==> src/iao_map.svh <==
// Address map and constants for the information area overlay.
// Assumes a 16-bit program memory address and byte-wide data.
`ifndef IAO_MAP_SVH
`define IAO_MAP_SVH
`define IAO_ADDR_W 16
`define IAO_DATA_W 8
`define IAO_PAGE_EN_BIT 7
`define IAO_AREA_BASE 16'hFE00
`define IAO_AREA_LAST 16'hFFFF
`define IAO_AREA_BYTES 512
`define IAO_IDX_W 9
`define IAO_PART_FIRST 9'h040
`define IAO_PART_LAST 9'h053
`define IAO_PART_LEN 20
`define IAO_BLANK_BYTE 8'hFF
`define IAO_NULL_BYTE 8'h00
`define IAO_RESERVED_BYTE 8'hFF
`define IAO_FLASH_TOP_DEF 17'h1_0000
`endif

==> src/iao_pkg.sv <==
// Types for the information area overlay.
// Assumes iao_map.svh is on the include path.
`include "iao_map.svh"
package iao_pkg;
  // Read source class
  typedef enum logic [1:0] {
    IAO_SRC_FETCH,
    IAO_SRC_CONST,
    IAO_SRC_DEBUG
  } iao_src_t;
  // Read request carrier
  typedef struct packed {
    logic valid;
    iao_src_t src;
    logic [`IAO_ADDR_W-1:0] addr;
  } iao_req_t;
  // Read answer carrier
  typedef struct packed {
    logic valid;
    logic [`IAO_DATA_W-1:0] data;
  } iao_rsp_t;
endpackage : iao_pkg

==> src/iao_info_rom.sv <==
// Read-only information area contents, one byte per index.
// Assumes the index is already taken relative to the area base.
`include "iao_map.svh"
module iao_info_rom #(
  parameter logic [8*`IAO_PART_LEN-1:0] PART_ID = {"DEMO-PART-0001", 48'h0}  // Arbitrary id
) (
  input wire logic [`IAO_IDX_W-1:0] i_idx,  // Byte index in area
  output logic [`IAO_DATA_W-1:0] o_data     // Byte at index
);
  // Part id window, reserved bytes elsewhere; no write port exists
  always_comb begin
    o_data = `IAO_RESERVED_BYTE;
    if (i_idx >= `IAO_PART_FIRST && i_idx <= `IAO_PART_LAST) begin
      o_data = PART_ID[8*`IAO_PART_LEN-1-8*(i_idx-`IAO_PART_FIRST) -: 8];
    end
  end
endmodule : iao_info_rom

==> src/iao_overlay.sv <==
// Read steering between program flash and the information area.
// Assumes a flash that answers in the same cycle as its read strobe.
`include "iao_map.svh"
module iao_overlay #(
  parameter logic [`IAO_ADDR_W:0] FLASH_TOP = `IAO_FLASH_TOP_DEF  // Implemented flash bytes
) (
  input wire logic i_clk,                      // System clock
  input wire logic i_rst,                      // Sync reset, high
  input wire logic [`IAO_DATA_W-1:0] i_page_sel,  // Page select register
  input wire iao_pkg::iao_req_t i_req,         // Core/debugger read
  input wire logic i_wr,                       // Program memory write
  input wire logic [`IAO_ADDR_W-1:0] i_wr_addr, // Write address
  input wire logic [`IAO_DATA_W-1:0] i_flash_data, // Flash read data
  output iao_pkg::iao_rsp_t o_rsp,             // Read answer
  output logic o_flash_rd,                     // Flash read strobe
  output logic [`IAO_ADDR_W-1:0] o_flash_addr, // Flash address
  output logic o_flash_wr                      // Flash write strobe
);
  // ==========================================================
  // Decode
  function automatic logic in_area(input logic [`IAO_ADDR_W-1:0] a);
    in_area = (a >= `IAO_AREA_BASE);
  endfunction : in_area

  function automatic logic in_flash(input logic [`IAO_ADDR_W-1:0] a);
    in_flash = ({1'b0, a} < FLASH_TOP);
  endfunction : in_flash

  logic area_en;
  logic use_info;
  logic [`IAO_DATA_W-1:0] info_byte;
  assign area_en = i_page_sel[`IAO_PAGE_EN_BIT];
  // Fetches never overlaid; only program space requests handled
  assign use_info = i_req.valid && area_en && in_area(i_req.addr)
                    && (i_req.src != iao_pkg::IAO_SRC_FETCH);

  iao_info_rom u_rom (
    .i_idx(i_req.addr[`IAO_IDX_W-1:0]),
    .o_data(info_byte)
  );

  // ==========================================================
  // Answer pipeline: two cycle latency for every source
  logic pend_flash_reg;
  logic pend_info_reg;
  logic pend_blank_reg;
  logic [`IAO_DATA_W-1:0] info_reg;
  always_ff @(posedge i_clk) begin
    if (i_rst) begin
      pend_flash_reg <= 1'b0;
      pend_info_reg <= 1'b0;
      pend_blank_reg <= 1'b0;
      info_reg <= `IAO_NULL_BYTE;
    end else begin
      pend_info_reg <= use_info;
      pend_flash_reg <= i_req.valid && !use_info && in_flash(i_req.addr);
      pend_blank_reg <= i_req.valid && !use_info && !in_flash(i_req.addr);
      info_reg <= info_byte;
    end
  end

  // Flash strobes from flops
  always_ff @(posedge i_clk) begin
    if (i_rst) begin
      o_flash_rd <= 1'b0;
      o_flash_addr <= '0;
      o_flash_wr <= 1'b0;
    end else begin
      o_flash_rd <= i_req.valid && !use_info && in_flash(i_req.addr);
      o_flash_addr <= i_wr ? i_wr_addr : i_req.addr;
      // Writes to info area (when on) or beyond flash dropped
      o_flash_wr <= i_wr && in_flash(i_wr_addr)
                    && !(area_en && in_area(i_wr_addr));
    end
  end

  // Answer mux registered: data two cycles after request
  always_ff @(posedge i_clk) begin
    if (i_rst) begin
      o_rsp <= '0;
    end else begin
      o_rsp.valid <= pend_flash_reg || pend_info_reg || pend_blank_reg;
      o_rsp.data <= pend_info_reg ? info_reg :
                    pend_blank_reg ? `IAO_BLANK_BYTE : i_flash_data;
    end
  end
endmodule : iao_overlay

==> config.mk <==
export PLATFORM = sky130hd
export DESIGN_NAME = iao_overlay
export DESIGN_NICKNAME = d
export VERILOG_FILES = /design/src/iao_pkg.sv /design/src/iao_info_rom.sv /design/src/iao_overlay.sv
export VERILOG_INCLUDE_DIRS = /design/src /design/src/src
export SDC_FILE = /design/constraint.sdc
export NUM_CORES = 1
export LEC_CHECK = 0
export ABC_AREA = 0
export BUFFER_PORTS_ARGS = -buffer_cell sky130_fd_sc_hd__clkbuf_2
export CAP_MARGIN = 20
export CORE_MARGIN = 10
export CORE_UTILIZATION = 47
export DETAILED_ROUTE_END_ITERATION = 8
export GPL_ROUTABILITY_DRIVEN = 0
export GPL_TIMING_DRIVEN = 0
export PLACE_DENSITY = 0.81
export RECOVER_POWER = 50
export SLEW_MARGIN = 5
export SYNTH_ARGS = -nofsm -noshare
export SYNTH_HDL_FRONTEND = slang
export SYNTH_HIERARCHICAL = 1
export SYNTH_SLANG_ARGS = --single-unit
==> constraint.sdc <==
create_clock -name i_clk -period 4.2 [get_ports i_clk]
set_clock_uncertainty 0.05 [all_clocks]
set_input_delay 0.42 -clock i_clk [delete_from_list [all_inputs] [get_ports i_clk]]
set_output_delay 0.42 -clock i_clk [all_outputs]
set_load 0.01 [all_outputs]
==> summary.txt <==
Sw Pwr: 197.0 uW
Die area: 6467 um^2
Cell with the most instances after synthesis: dfxtp_1
DPL Wire Length: 3720 um
Min Tclk post-route: 2.407 ns
TritonRoute pass-1 iters: 4
Post-synth cell types: 41
Final hold viol count: 0
N_diodes: 0
Vias per cell: 5.095
Max reg flops: 16
Initial antenna violation count: 0
Layout cells sized above 1: 33.59%
Clock sink count: 36
TritonCTS clock tree: yes
Port Buffers: 71
Cell row count: 21
Min-delay src: i_rst
R2R depth: 3
Reg2reg start: pend_info_reg
R2r endpoint: o_rsp[4]
PwrDens: 360.0 nW/um^2
Mapped cell area: 1715 um^2
Hold endpoint: info_reg[2]
Via count: 1554
Most frequent cells after synthesis: dfxtp_1, nor2_1, mux2i_1
Total of max-cap violations: 0
Crit path required time: 4.36 ns
Internal power: 597.6 uW
Post-layout util: 64.12%
Largest net degree at the start of global routing: 13
Yosys top cell by area: dfxtp_1
Worst-path maximum fanout: 10
Cell Chain, Critical Path: clkbuf_2 -> clkbuf_1 -> inv_1 -> ha_1 -> buf_4 -> or3b_1 -> a2111oi_2 -> nor3_2 -> o21ai_1 -> nor2b_1
Delay-heaviest family, CP: buffers and inverters
Hold Path Depth: 2
Worst R2R Setup Slack: 2.92 ns
Worst slew pin tran: 0.7020 ns
Worst path max stage delay: 0.36 ns
Layout area overhead: 28.67%
CP endpoint kind: register
Sequential Power Share: 46.3%
Worst Path Arrival: 2.57 ns
Clk pwr share: 36.9%
Root buf cell: clkbuf_8
Crit path buf inv count: 4
WP depth: 10
Final setup TNS: 0 ns
EDFF count, synth: 0
RSZ-0062 raised after global routing: no
Hold_buf cts: 0
WS Path Type: input pin to register
Drt wl/cell: 15.57 um
Sw frac: 24.79%
Nets@finish: 313
Final period utilization: 57.30%
Lkg Pwr: 1.023 nW
Register area share after synthesis: 42.01%
H-Tree Depth: 2
Die Y: 80.42 um
Final ANT Viol Nets: 0
Maximum vdd drop: 0.1857 mV
Clock-pin slew on the worst setup and hold paths: 0.07 ns
Gr ovfl total: 0
Status: complete, no violations
Resized cells post-CTS: 0
Share of the synthesized area in the top cell type: 42.01%
#FFs+latches synth: 36
Number of setup buffers added after CTS: 0
Synth Flop Type: dfxtp_1
Finish-stage setup viols: 0
Die X: 80.42 um
First-pass GRT wire length: 7686 um
Final WL: 4750 um
Max Transition Viols Final: 0
Largest cells by area after synthesis: dfxtp_1, mux2i_1, nor2_1
Asr flop ratio synth: 0%
Ys Warns: 6
Initial Utilization: 49.84%
IO Pins: 81
Mapped Nets: 235
Gate Count Post-Synth: 180
Crit-path slowest cell: or3b_1
Clk buf depth: 2
F_max: 415.5 MHz
GRT Util Overall: 14.92%
Hold WC Path Type: input pin to register
DRC viols: 0
Vias in the first global route: 1558
Core Box Area: 3442 um^2
Critical path launch point type: input pin
Syn_area_per_cell: 9.530 um^2
CTS buffer count: 5
Max transition margin: 53.20%
Worst-Skew Late Latency: 0.28 ns
DR iter-0 viols: 59
Gate power share: 16.8%
## worst max path at each step
stage                     startpoint     endpoint  slack (ns)
final                       i_req[2]  info_reg[0]        1.79
after global routing        i_req[2]  info_reg[0]        1.58
after CTS                   i_req[2]  info_reg[0]        1.80
after detailed placement    i_req[2]  info_reg[0]        1.51
after global placement      i_req[2]  info_reg[0]        1.55
after floorplan             i_req[2]  info_reg[6]        1.97
## cells in the final DEF, fill, tap and decap left out, types with 2 or more instances in the layout
cell      instances
o21ai_1           5
nor2_1           31
o21ai_0           4
nor4b_1           2
nand3_1           3
buf_2             5
clkbuf_8          5
or3_1             3
and3_1            2
a41oi_1           2
o211a_1           4
buf_6             3
inv_1             4
nor3b_1           3
nand4b_1          2
nor2b_1          10
nand4_1           5
a21oi_1           2
o211ai_1          2
nand2_1           2
clkbuf_1         10
a211oi_1          2
mux2i_1          25
dfxtp_1          36
clkbuf_2         67
## routing by layer
layer	GRT usage (%)	up-vias	wire length (um)
met3	4.677	4	402
met4	4.049	0	66
met5	0	-	0
met2	27.71	58	2491
met1	15.63	696	1790
li1	-	796	-
## kinds of logic (layout without fill, tap and decap cells)
logic type | Yosys count | count (layout) | share of synthesized area, %
simple gates | 74 | 74 | 24.29
flops | 36 | 36 | 42.01
mux | 25 | 25 | 14.59
compound gates | 24 | 24 | 10.21
buf+inv | 19 | 98 | 7.658
fa+ha+maj | 1 | 1 | 0.7293
xor+xnor | 1 | 1 | 0.5107
## per-stage QoR
stage	cell area, um^2	power, mW	hold slack [ns]	instances	setup slack (ns)
after detailed placement	2128	0.5109	0.4129	297	1.513
after CTS	2240	0.7997	0.2722	305	1.796
after floorplan	1715	0.4538	0.3900	180	1.968
after global routing	2207	0.8328	0.2653	305	1.580
after global placement	2128	0.5069	0.3971	297	1.551
final	2207	0.7946	0.2729	305	1.793
## power groups by stage
stage | registers [mW] | logic [mW] | clock network (mW)
final | 0.368 | 0.134 | 0.293
after global placement | 0.375 | 0.132 | 0
after detailed placement | 0.376 | 0.135 | 0
after CTS | 0.368 | 0.137 | 0.294
after global routing | 0.369 | 0.148 | 0.315
after floorplan | 0.383 | 0.0707 | 0
## area by class of cell
class	count	area, um^2
Fill cell	290	1235
Multi-Input combinational cell	125	863.3
Sequential cell	36	720.7
Timing Repair Buffer	71	350.3
Buffer	15	88.84
Clock buffer	5	68.82
Tap cell	46	57.56
Clock inverter	3	42.54
Inverter	4	15.01
Power figures use the tool's default switching activity.
